<file path="src/inc/seqcf_pkg.sv">
// Package with the offsets, field positions, masks and reset values of the sequencer bank.
package seqcf_pkg;

  // ----------------------------------------------------------------
  // Register indices
  // ----------------------------------------------------------------
  localparam int SEQCF_NREG = 15;
  localparam logic [3:0] SEQCF_GENERAL_IDX = 4'h0;
  localparam logic [3:0] SEQCF_DELAY_IDX = 4'h1;
  localparam logic [3:0] SEQCF_INTEG_IDX = 4'h2;
  localparam logic [3:0] SEQCF_REGION_IDX = 4'h3;
  localparam logic [3:0] SEQCF_RSVD4_IDX = 4'h4;
  localparam logic [3:0] SEQCF_DARK_IDX = 4'h5;
  localparam logic [3:0] SEQCF_PAD_IDX = 4'h6;
  localparam logic [3:0] SEQCF_TICKDIV_IDX = 4'h7;
  localparam logic [3:0] SEQCF_PERIOD_IDX = 4'h8;
  localparam logic [3:0] SEQCF_EXP1_IDX = 4'h9;
  localparam logic [3:0] SEQCF_EXP2_IDX = 4'hA;
  localparam logic [3:0] SEQCF_EXP3_IDX = 4'hB;
  localparam logic [3:0] SEQCF_AGAIN_IDX = 4'hC;
  localparam logic [3:0] SEQCF_DGAIN_IDX = 4'hD;
  localparam logic [3:0] SEQCF_SYNC_IDX = 4'hE;

  // ----------------------------------------------------------------
  // Reset values
  // ----------------------------------------------------------------
  localparam logic [15:0] SEQCF_GENERAL_RST = 16'h0000;
  localparam logic [15:0] SEQCF_DELAY_RST = 16'h0000;
  localparam logic [15:0] SEQCF_INTEG_RST = 16'h0004;
  localparam logic [15:0] SEQCF_REGION_RST = 16'h0001;
  localparam logic [15:0] SEQCF_RSVD4_RST = 16'h0000;
  localparam logic [15:0] SEQCF_DARK_RST = 16'h0102;
  localparam logic [15:0] SEQCF_PAD_RST = 16'h0000;
  localparam logic [15:0] SEQCF_TICKDIV_RST = 16'h0001;
  localparam logic [15:0] SEQCF_PERIOD_RST = 16'h0000;
  localparam logic [15:0] SEQCF_EXP1_RST = 16'h0000;
  localparam logic [15:0] SEQCF_EXP2_RST = 16'h0000;
  localparam logic [15:0] SEQCF_EXP3_RST = 16'h0000;
  localparam logic [15:0] SEQCF_AGAIN_RST = 16'h01E2;
  localparam logic [15:0] SEQCF_DGAIN_RST = 16'h0080;
  localparam logic [15:0] SEQCF_SYNC_RST = 16'h033F;

  // ----------------------------------------------------------------
  // Writable bit masks; reserved bits hold their default of zero
  // ----------------------------------------------------------------
  localparam logic [15:0] SEQCF_GENERAL_MSK = 16'h3FF3;
  localparam logic [15:0] SEQCF_DELAY_MSK = 16'hFFFF;
  localparam logic [15:0] SEQCF_INTEG_MSK = 16'h0007;
  localparam logic [15:0] SEQCF_REGION_MSK = 16'h00FF;
  localparam logic [15:0] SEQCF_RSVD4_MSK = 16'h0000;
  localparam logic [15:0] SEQCF_DARK_MSK = 16'h01FF;
  localparam logic [15:0] SEQCF_PAD_MSK = 16'h0FFF;
  localparam logic [15:0] SEQCF_WORD_MSK = 16'hFFFF;
  localparam logic [15:0] SEQCF_AGAIN_MSK = 16'h21E3;
  localparam logic [15:0] SEQCF_DGAIN_MSK = 16'h0FFF;
  localparam logic [15:0] SEQCF_SYNC_MSK = 16'h073F;

  localparam logic [15:0] SEQCF_RESET [0:14] = '{SEQCF_GENERAL_RST, SEQCF_DELAY_RST,
    SEQCF_INTEG_RST, SEQCF_REGION_RST, SEQCF_RSVD4_RST, SEQCF_DARK_RST, SEQCF_PAD_RST,
    SEQCF_TICKDIV_RST, SEQCF_PERIOD_RST, SEQCF_EXP1_RST, SEQCF_EXP2_RST, SEQCF_EXP3_RST,
    SEQCF_AGAIN_RST, SEQCF_DGAIN_RST, SEQCF_SYNC_RST};
  localparam logic [15:0] SEQCF_MASK [0:14] = '{SEQCF_GENERAL_MSK, SEQCF_DELAY_MSK,
    SEQCF_INTEG_MSK, SEQCF_REGION_MSK, SEQCF_RSVD4_MSK, SEQCF_DARK_MSK, SEQCF_PAD_MSK,
    SEQCF_WORD_MSK, SEQCF_WORD_MSK, SEQCF_WORD_MSK, SEQCF_WORD_MSK, SEQCF_WORD_MSK,
    SEQCF_AGAIN_MSK, SEQCF_DGAIN_MSK, SEQCF_SYNC_MSK};

  // ----------------------------------------------------------------
  // Field positions
  // ----------------------------------------------------------------
  localparam int SEQCF_GEN_ENABLE_BIT = 0;
  localparam int SEQCF_GEN_ROLLING_BIT = 1;
  localparam int SEQCF_GEN_TRIG_BIT = 4;
  localparam int SEQCF_GEN_SLAVE_BIT = 5;
  localparam int SEQCF_GEN_DELAY_EN_BIT = 6;
  localparam int SEQCF_GEN_SUBSAMPLE_BIT = 7;
  localparam int SEQCF_GEN_BINNING_BIT = 8;
  localparam int SEQCF_GEN_STATS_WIN_BIT = 10;
  localparam int SEQCF_GEN_MON_LSB = 11;
  localparam int SEQCF_INT_KNEE2_BIT = 0;
  localparam int SEQCF_INT_KNEE3_BIT = 1;
  localparam int SEQCF_INT_PERIOD_SEL_BIT = 2;
  localparam int SEQCF_DARK_BLANK_BIT = 8;
  localparam int SEQCF_AGAIN_LAT_BIT = 13;
  localparam int SEQCF_AGAIN2_LSB = 5;

  // Sync groups: the number is the controlling bit of the sync register.
  localparam logic [3:0] SEQCF_GRP_LINE = 4'h0;
  localparam logic [3:0] SEQCF_GRP_DARK = 4'h1;
  localparam logic [3:0] SEQCF_GRP_PAD = 4'h2;
  localparam logic [3:0] SEQCF_GRP_EXP = 4'h3;
  localparam logic [3:0] SEQCF_GRP_GAIN = 4'h4;
  localparam logic [3:0] SEQCF_GRP_REGION = 4'h5;
  localparam logic [3:0] SEQCF_GRP_NONE = 4'hF;

  function automatic logic [3:0] seqcf_group(input int idx);
    case (idx)
      1: return SEQCF_GRP_LINE;
      3: return SEQCF_GRP_REGION;
      5: return SEQCF_GRP_DARK;
      6: return SEQCF_GRP_PAD;
      2, 7, 8, 9, 10, 11: return SEQCF_GRP_EXP;
      12, 13: return SEQCF_GRP_GAIN;
      default: return SEQCF_GRP_NONE;
    endcase
  endfunction

endpackage

</file>
<file path="src/hdl/seqcf_tick_gen.sv">
// Exposure tick divider: one enable pulse every divider system clock periods.
`timescale 1ns/10ps
module seqcf_tick_gen
  import seqcf_pkg::*;
(
  input wire logic sys_clk,
  input wire logic rst_b,
  input wire logic run,
  input wire logic [15:0] divider,
  output logic tick
);

  // ----------------------------------------------------------------
  // Counter
  // ----------------------------------------------------------------
  // A divider of zero behaves as one so that the tick never stops.
  logic [15:0] count;
  wire logic [15:0] limit = (divider == 16'h0000) ? 16'h0001 : divider;
  wire logic last = (count >= limit - 16'h0001);

  always_ff @(posedge sys_clk or negedge rst_b)
  begin
    if (!rst_b)
    begin
      count <= 16'h0000;
      tick <= 1'b0;
    end
    else
    begin
      count <= (!run || last) ? 16'h0000 : count + 16'h0001;
      tick <= run && last;
    end
  end

endmodule // seqcf_tick_gen

</file>
<file path="src/hdl/seqcf_regs.sv">
// Sequencer configuration register bank with frame-synchronised shadow copies.
`timescale 1ns/10ps
module seqcf_regs
  import seqcf_pkg::*;
(
  input wire logic sys_clk,
  input wire logic rst_b,
  input wire logic [3:0] cfg_addr,
  input wire logic cfg_wr,
  input wire logic cfg_rd,
  input wire logic [15:0] cfg_wdata,
  output logic [15:0] cfg_rdata,
  input wire logic frame_start,
  output logic seq_enable,
  output logic rolling_mode,
  output logic triggered_mode,
  output logic slave_mode,
  output logic subsample_en,
  output logic binning_en,
  output logic stats_window_only,
  output logic [2:0] monitor_sel,
  output logic [7:0] rolling_line_readout_len,
  output logic [7:0] readout_delay,
  output logic knee2_en,
  output logic knee3_en,
  output logic period_interpretation_sel,
  output logic [15:0] frame_or_reset_period,
  output logic [7:0] active_regions,
  output logic [7:0] dark_row_count,
  output logic blank_first_line,
  output logic [11:0] padding_rows,
  output logic exposure_tick,
  output logic exposure_in_lines,
  output logic [15:0] primary_exposure,
  output logic [15:0] second_knee_exposure,
  output logic [15:0] third_knee_exposure,
  output logic [1:0] analog_gain_first,
  output logic [3:0] analog_gain_second,
  output logic [11:0] digital_gain_value
);

  // ----------------------------------------------------------------
  // Software-visible registers
  // ----------------------------------------------------------------
  logic [15:0] cfg [0:14];
  logic [15:0] act [0:14];
  logic [15:0] gain_pend [12:13];
  wire logic addr_ok = (cfg_addr < 4'hF);
  wire logic [15:0] sync_bits = cfg[SEQCF_SYNC_IDX];
  wire logic gain_lat = cfg[SEQCF_AGAIN_IDX][SEQCF_AGAIN_LAT_BIT];

  for (genvar i = 0; i < SEQCF_NREG; i++)
  begin : g_reg
    localparam logic [3:0] GRP = seqcf_group(i);
    wire logic hit = cfg_wr && (cfg_addr == 4'(i));
    wire logic held = (GRP != SEQCF_GRP_NONE) && sync_bits[GRP];
    wire logic upd = held ? frame_start : 1'b1;
    wire logic [15:0] next_act;

    always_ff @(posedge sys_clk or negedge rst_b)
    begin
      if (!rst_b)
        cfg[i] <= SEQCF_RESET[i];
      else if (hit)
        cfg[i] <= cfg_wdata & SEQCF_MASK[i];
    end

    always_ff @(posedge sys_clk or negedge rst_b)
    begin
      if (!rst_b)
        act[i] <= SEQCF_RESET[i];
      else if (upd)
        act[i] <= next_act;
    end

    if (GRP == SEQCF_GRP_GAIN)
    begin : g_pend
      // With the gain sync bit set, the pending copy lags one frame, so with latency compensation on a new gain lands a frame later.
      always_ff @(posedge sys_clk or negedge rst_b)
      begin
        if (!rst_b)
          gain_pend[i] <= SEQCF_RESET[i];
        else if (frame_start || !held)
          gain_pend[i] <= cfg[i];
      end

      // Gain words go through a pending stage when latency compensation is on.
      assign next_act = gain_lat ? gain_pend[i] : cfg[i];
    end
    else
    begin : g_direct
      assign next_act = cfg[i];
    end
  end

  // ----------------------------------------------------------------
  // Read port
  // ----------------------------------------------------------------
  // Unmapped index 15 reads zero rather than aliasing a register.
  wire logic [15:0] next_rdata = addr_ok ? cfg[cfg_addr] : 16'h0000;

  always_ff @(posedge sys_clk or negedge rst_b)
  begin
    if (!rst_b)
      cfg_rdata <= 16'h0000;
    else if (cfg_rd)
      cfg_rdata <= next_rdata;
  end

  // ----------------------------------------------------------------
  // Decoded settings
  // ----------------------------------------------------------------
  wire logic [15:0] gen = act[SEQCF_GENERAL_IDX];
  wire logic [15:0] integ = act[SEQCF_INTEG_IDX];
  wire logic [15:0] dark = act[SEQCF_DARK_IDX];
  wire logic [15:0] again = act[SEQCF_AGAIN_IDX];
  wire logic rolling = gen[SEQCF_GEN_ROLLING_BIT];
  wire logic global_on = !rolling;
  wire logic delay_on = gen[SEQCF_GEN_DELAY_EN_BIT];
  wire logic [7:0] dark_raw = dark[7:0];
  // A zero count would leave no reference row, so it is raised to one.
  wire logic [7:0] dark_clamp = (dark_raw == 8'h00) ? 8'h01 : dark_raw;
  wire logic tick_w;

  seqcf_tick_gen u_tick (
    .sys_clk(sys_clk),
    .rst_b(rst_b),
    .run(global_on),
    .divider(act[SEQCF_TICKDIV_IDX]),
    .tick(tick_w)
  );

  assign exposure_tick = tick_w;

  wire logic next_seq_enable = gen[SEQCF_GEN_ENABLE_BIT];
  wire logic next_triggered = gen[SEQCF_GEN_TRIG_BIT] && global_on;
  wire logic next_slave = gen[SEQCF_GEN_SLAVE_BIT] && global_on;
  wire logic next_subsample = gen[SEQCF_GEN_SUBSAMPLE_BIT];
  wire logic next_binning = gen[SEQCF_GEN_BINNING_BIT];
  wire logic next_stats_win = gen[SEQCF_GEN_STATS_WIN_BIT];
  wire logic [2:0] next_monitor_sel = gen[SEQCF_GEN_MON_LSB +: 3];
  wire logic [7:0] next_line_len = rolling ? act[SEQCF_DELAY_IDX][7:0] : 8'h00;
  wire logic [7:0] next_delay = delay_on ? act[SEQCF_DELAY_IDX][15:8] : 8'h00;
  wire logic next_blank = dark[SEQCF_DARK_BLANK_BIT];
  wire logic next_knee2 = integ[SEQCF_INT_KNEE2_BIT] && global_on;
  wire logic next_knee3 = integ[SEQCF_INT_KNEE3_BIT] && global_on;
  wire logic next_period_sel = integ[SEQCF_INT_PERIOD_SEL_BIT];
  wire logic [15:0] next_period = global_on ? act[SEQCF_PERIOD_IDX] : 16'h0000;
  wire logic [7:0] next_regions = act[SEQCF_REGION_IDX][7:0];
  wire logic [11:0] next_pad = rolling ? act[SEQCF_PAD_IDX][11:0] : 12'h000;
  wire logic [15:0] next_exp2 = global_on ? act[SEQCF_EXP2_IDX] : 16'h0000;
  wire logic [15:0] next_exp3 = global_on ? act[SEQCF_EXP3_IDX] : 16'h0000;
  wire logic [1:0] next_gain_first = again[1:0];
  wire logic [3:0] next_gain_second = again[SEQCF_AGAIN2_LSB +: 4];
  wire logic [11:0] next_dgain = act[SEQCF_DGAIN_IDX][11:0];

  // ----------------------------------------------------------------
  // Registered outputs
  // ----------------------------------------------------------------
  always_ff @(posedge sys_clk or negedge rst_b)
  begin
    if (!rst_b)
    begin
      seq_enable <= 1'b0;
      rolling_mode <= 1'b0;
      triggered_mode <= 1'b0;
      slave_mode <= 1'b0;
    end
    else
    begin
      seq_enable <= next_seq_enable;
      rolling_mode <= rolling;
      triggered_mode <= next_triggered;
      slave_mode <= next_slave;
    end
  end

  always_ff @(posedge sys_clk or negedge rst_b)
  begin
    if (!rst_b)
    begin
      subsample_en <= 1'b0;
      binning_en <= 1'b0;
      stats_window_only <= 1'b0;
      monitor_sel <= 3'h0;
    end
    else
    begin
      subsample_en <= next_subsample;
      binning_en <= next_binning;
      stats_window_only <= next_stats_win;
      monitor_sel <= next_monitor_sel;
    end
  end

  always_ff @(posedge sys_clk or negedge rst_b)
  begin
    if (!rst_b)
    begin
      rolling_line_readout_len <= 8'h00;
      readout_delay <= 8'h00;
      dark_row_count <= SEQCF_DARK_RST[7:0];
      blank_first_line <= SEQCF_DARK_RST[SEQCF_DARK_BLANK_BIT];
    end
    else
    begin
      rolling_line_readout_len <= next_line_len;
      readout_delay <= next_delay;
      dark_row_count <= dark_clamp;
      blank_first_line <= next_blank;
    end
  end

  always_ff @(posedge sys_clk or negedge rst_b)
  begin
    if (!rst_b)
    begin
      knee2_en <= 1'b0;
      knee3_en <= 1'b0;
      period_interpretation_sel <= SEQCF_INTEG_RST[SEQCF_INT_PERIOD_SEL_BIT];
      frame_or_reset_period <= 16'h0000;
    end
    else
    begin
      knee2_en <= next_knee2;
      knee3_en <= next_knee3;
      period_interpretation_sel <= next_period_sel;
      frame_or_reset_period <= next_period;
    end
  end

  always_ff @(posedge sys_clk or negedge rst_b)
  begin
    if (!rst_b)
    begin
      active_regions <= SEQCF_REGION_RST[7:0];
      padding_rows <= 12'h000;
      exposure_in_lines <= 1'b0;
      primary_exposure <= 16'h0000;
    end
    else
    begin
      active_regions <= next_regions;
      padding_rows <= next_pad;
      exposure_in_lines <= rolling;
      primary_exposure <= act[SEQCF_EXP1_IDX];
    end
  end

  always_ff @(posedge sys_clk or negedge rst_b)
  begin
    if (!rst_b)
    begin
      second_knee_exposure <= 16'h0000;
      third_knee_exposure <= 16'h0000;
      analog_gain_first <= SEQCF_AGAIN_RST[1:0];
      analog_gain_second <= SEQCF_AGAIN_RST[SEQCF_AGAIN2_LSB +: 4];
      digital_gain_value <= SEQCF_DGAIN_RST[11:0];
    end
    else
    begin
      second_knee_exposure <= next_exp2;
      third_knee_exposure <= next_exp3;
      analog_gain_first <= next_gain_first;
      analog_gain_second <= next_gain_second;
      digital_gain_value <= next_dgain;
    end
  end
endmodule // seqcf_regs

</file>
<file path="config.mk">
export PLATFORM = sky130hd
export DESIGN_NAME = seqcf_regs
export DESIGN_NICKNAME = d
export VERILOG_FILES = /design/src/inc/seqcf_pkg.sv /design/src/hdl/seqcf_tick_gen.sv /design/src/hdl/seqcf_regs.sv
export SDC_FILE = /design/constraint.sdc
export NUM_CORES = 1
export LEC_CHECK = 0
export BUFFER_PORTS_ARGS = -buffer_cell sky130_fd_sc_hd__buf_4
export CORE_ASPECT_RATIO = 1.2
export CORE_MARGIN = 2
export CORE_UTILIZATION = 50
export DETAILED_ROUTE_END_ITERATION = 8
export PLACE_DENSITY = 0.67
export SLEW_MARGIN = 20
export SYNTH_ARGS = -nofsm -noshare
export SYNTH_HDL_FRONTEND = slang
export SYNTH_HIERARCHICAL = 1
export SYNTH_SLANG_ARGS = --single-unit
</file>
<file path="constraint.sdc">
create_clock -name sys_clk -period 4.3 [get_ports sys_clk]
set_clock_uncertainty 0.2 [all_clocks]
set_input_delay 0.215 -clock sys_clk [delete_from_list [all_inputs] [get_ports sys_clk]]
set_output_delay 0.215 -clock sys_clk [all_outputs]
set_load 0.05 [all_outputs]
</file>
==> summary by stage <==
Status
The run finished with clean final reports.

Yosys
Among all flip-flop cells after synthesis, the most frequent one is dfrtp_1. The register area share after synthesis is 63.0%. The synthesized area per cell is 14.6 sq um. The Yosys step of the flow raised 6 warnings. The netlist uses 68 different library cells.

The dominant combinational cell family by area after synthesis is multiplexers. The number of nets produced by synthesis is 1,453. The dominant cell type by area after synthesis is dfrtp_1. Multiplexer cells account for 21.4% of the synthesized area. Summing the areas of all compound-gate instances in the mapped netlist gives 4.04% of the synthesized area. Of the total synthesized cell area, the portion taken by XOR and XNOR cells is 1.02%. Summing the areas of all fa, ha and maj instances in the mapped netlist gives 1.09% of the synthesized area.

Synthesis inferred 516 register bits. The area share of the leading cell type in the synthesized netlist is 57.1%. Summing the areas of all and, or, nand and nor instances in the mapped netlist gives 6.88% of the synthesized area.

In the post-synthesis netlist, the biggest area contributors are dfrtp_1 57%, mux2_2 18%, dfstp_2 5.9%. The area of the mapped netlist is 20,600 sq um. Of all flip-flops after synthesis, the portion carrying an async set or reset was 100%. Synthesis produced 1,410 cells. Counting flops with a built-in enable in the synthesized netlist gives 0.

Finish
The most frequent standard cell in the layout excluding fill and tap cells is dfrtp_1. In the layout the commonest cells are 469 x dfrtp_1, 324 x mux2_2, 194 x buf_4. The share of final-layout standard cells stronger than drive strength 1 is 42.3%. The number of fillers in the final layout is 3,259. The area growth from synthesis to layout is 18.3%. In the final design database the tool counted 1,640 nets. The final instance count without filler cells is 2,175.

Drt
After detailed routing, the number of remaining DRC violations is 0. The average routed wire per standard cell is 22.9 microns. The aggregate routed wire length is 49.8 mm.

Once detail routing completed, the nets flagged for antenna violations numbered 0. Using the TritonRoute via totals, the vias-per-cell ratio works out to 5.57. The count of routing violations after the opening detailed-route iteration is 635. The number of vias in the routed layout is 12.1k. The first TritonRoute pass finished after 7 iterations.

Die
The height of the die is 226 microns. After floorplanning, the core was divided into 81 placement rows. The number of top-level pins is 183. The floorplan step defined a die boundary enclosing 42,800 sq um. In this run the horizontal extent of the chip is 189 microns. The region available for standard cell placement spans 40,600 sq um.

For this configuration, the core starts out at a cell density of 50.6%.

GRT
The total global routing track utilization is 23.8%. The initial antenna violation count came to 1. Entering global routing, the biggest net connects 104 pins. The via count of the first global-routing pass came to 12.6k. The first global-routing pass estimated 76.5 mm of wire. The total overflow left after global routing is 0.

Setup path
The critical path in this run is classified as register to register. The data arrival time of the worst path is 4.33 ns. The biggest fanout along the worst timing path is 17. The element type at the critical path end is a register. The worst setup path is launched from a register. The required time at the endpoint of the critical path is 4.59 ns.

Timing
The final hold violation count is 0. The number of max-slew violations in the final report was 0. Setup violations remaining at the end of the flow were counted as 0. The remaining max-slew budget at the tightest pin is 28.4%.

The routed design could run at a clock period as short as 4.04 ns. At the pin with the least slew margin, the transition time is 1.07 ns. In the finished design, the share of the clock period the worst path needs comes to 93.9%.

Setup repair after global routing left no endpoint under its margin. The upper clock frequency limit is 0.248 GHz. For the final routed database, the setup TNS stands at 0 ns.

CTS
The longest clock path from root to sink contains 3 buffers. The count of clock tree sinks is 516. In this run the number of H-tree levels came out at 2. In this run, CTS created clock tree buffers numbering 50. The clock transition at the registers of the reported paths is 0.06 ns. The total setup buffers inserted after CTS is 0. TritonCTS built the clock tree.

The tree is rooted in a clkbuf_16. At the later pin of the worst-skew pair, clock insertion delay measures 0.60 ns.

Run
The count of max-cap constraint violations is 0.

Power
The static leakage is 10.9 nW. Internal power comes to 10.5 mW. Of the total power, combinational logic draws 26.5%. Net switching is 33.6% of the power. Summed over all nets, the switching power comes to 5.32 mW.

Registers are responsible for 45.2% of the overall power. The clock network accounts for 28.3% of the total power. The total power is 15.8 mW.

Across the VDD grid, the largest voltage drop is 0.000409 V. For this design the ratio of total power to cell area is 651 nW/um^2.

Placement
The global placement routability congestion is 0.819. The number of placed instances with taps included is 2,063. The HPWL after detailed placement is 33.5 mm. The number of buffer cells added on primary ports is 182.

Hold path
The worst hold path belongs to the class primary input to register.
cell type report:
cell class / count / area [sq um] / area share, %
Clock buffer: 65 / 1410 / 5.79
Sequential cell: 516 / 13000 / 53.3
Multi-Input combinational cell: 785 / 7110 / 29.2
Inverter: 23 / 86.3 / 0.355
Timing Repair Buffer: 221 / 1790 / 7.36
Tap cell: 539 / 674 / 2.77
Antenna cell: 1 / 2.50 / 0.0103
Clock inverter: 25 / 293 / 1.20
metrics by stage:
stage          hold slack, ns  utilization, %  setup WS (ns)  instance area, sq um
2_1_floorplan          -0.281               -          0.577                 20600
3_3_place_gp            0.110            55.2          0.268                 22400
3_5_place_dp            0.115            55.2          0.127                 22400
4_1_cts                0.0141            59.8          0.137                 24300
5_1_grt                0.0611            59.9         0.0357                 24300
6_report               0.0670            59.9          0.262                 24300
synth_stat cells, types with 4 or more instances:
| master | instances |
|---|---|
| o21ai_0 | 33 |
| a221o_1 | 8 |
| nand2_1 | 46 |
| nor2b_1 | 58 |
| buf_4 | 15 |
| dfrtp_1 | 470 |
| nor2_2 | 6 |
| nand3_1 | 14 |
| a22o_1 | 5 |
| a32o_1 | 4 |
| mux4_2 | 13 |
| mux2_2 | 324 |
| o22ai_1 | 4 |
| and4_1 | 4 |
| xnor2_1 | 18 |
| mux2i_1 | 42 |
| dfstp_2 | 46 |
| inv_1 | 22 |
| buf_2 | 23 |
| and2_1 | 29 |
| xor2_1 | 6 |
| nor3_1 | 26 |
| nand4_1 | 6 |
| ha_1 | 18 |
| o211ai_1 | 5 |
| nor4_1 | 6 |
| o221ai_1 | 12 |
| a31oi_1 | 4 |
| clkbuf_1 | 42 |
| nor2_1 | 20 |
| a21oi_1 | 14 |
| a221oi_1 | 5 |
| nand2b_1 | 6 |
power groups by stage:
stage	Combinational, mW	Clock (mW)	Sequential, mW
2_1_floorplan	1.61	0	8.30
3_3_place_gp	4.14	0	7.21
3_5_place_dp	4.20	0	7.25
4_1_cts	4.23	4.59	7.18
5_1_grt	4.44	4.79	7.33
6_report	4.20	4.49	7.16
state kept, by name, summed over array words and instances (netlist names), 18 cells and up:
signal      flops
gain_pend      18
act           128
g.next_act    149
cfg            19
per-layer routing:
metal	GRT usage, %	share of wire, %	up-vias
met3	4.02	4.9	93
li1	-	-	5372
met5	0	0	-
met1	31.0	41	6328
met4	9.33	3.4	0
met2	40.3	51	318
kinds of logic after synthesis:
kind of cell	Yosys count
adders and majority gates	18
and+or+nand+nor	245
AOI/OAI and AO/OA	117
muxes	381
xor gates and xnor gates	24
DFF	516
buffers and inverters	109
worst max-delay path, stage by stage, from the launching register on:
cell	delay, ns
dfrtp_1	0.42
nor4_2	0.45
nand3_1	0.24
or3_4	0.39
nor2b_4	0.14
ha_1	0.21
nor3b_2	0.19
nand3_1	0.14
nor4_1	0.07
xnor2_1	0.13
ha_1	0.32
a21oi_1	0.16
nand2_1	0.06
a221o_2	0.54
nor3_1	0.26
repair_timing:
item	in CTS	in global routing
setup endpoints to repair	0	16
resized for setup	0	1
endpoints found under the hold margin	292	0
hold buffers	20	0
final timing paths:
path	depth (start not counted)	end	from	slack (ns)
setup / recovery	14	u_tick/count[2]	act[113]	0.26
hold / removal	3	cfg_rdata[5]	cfg_addr[3]	0.07
setup reg to reg	14	u_tick/count[2]	act[113]	0.26
hold reg to reg	0	monitor_sel[1]	gen[12]	0.16
max in group asynchronous	3	g_reg[14].next_act[3]	rst_b	2.77
min in group asynchronous	2	padding_rows[0]	rst_b	0.08
(Power assumes the default switching activity.)
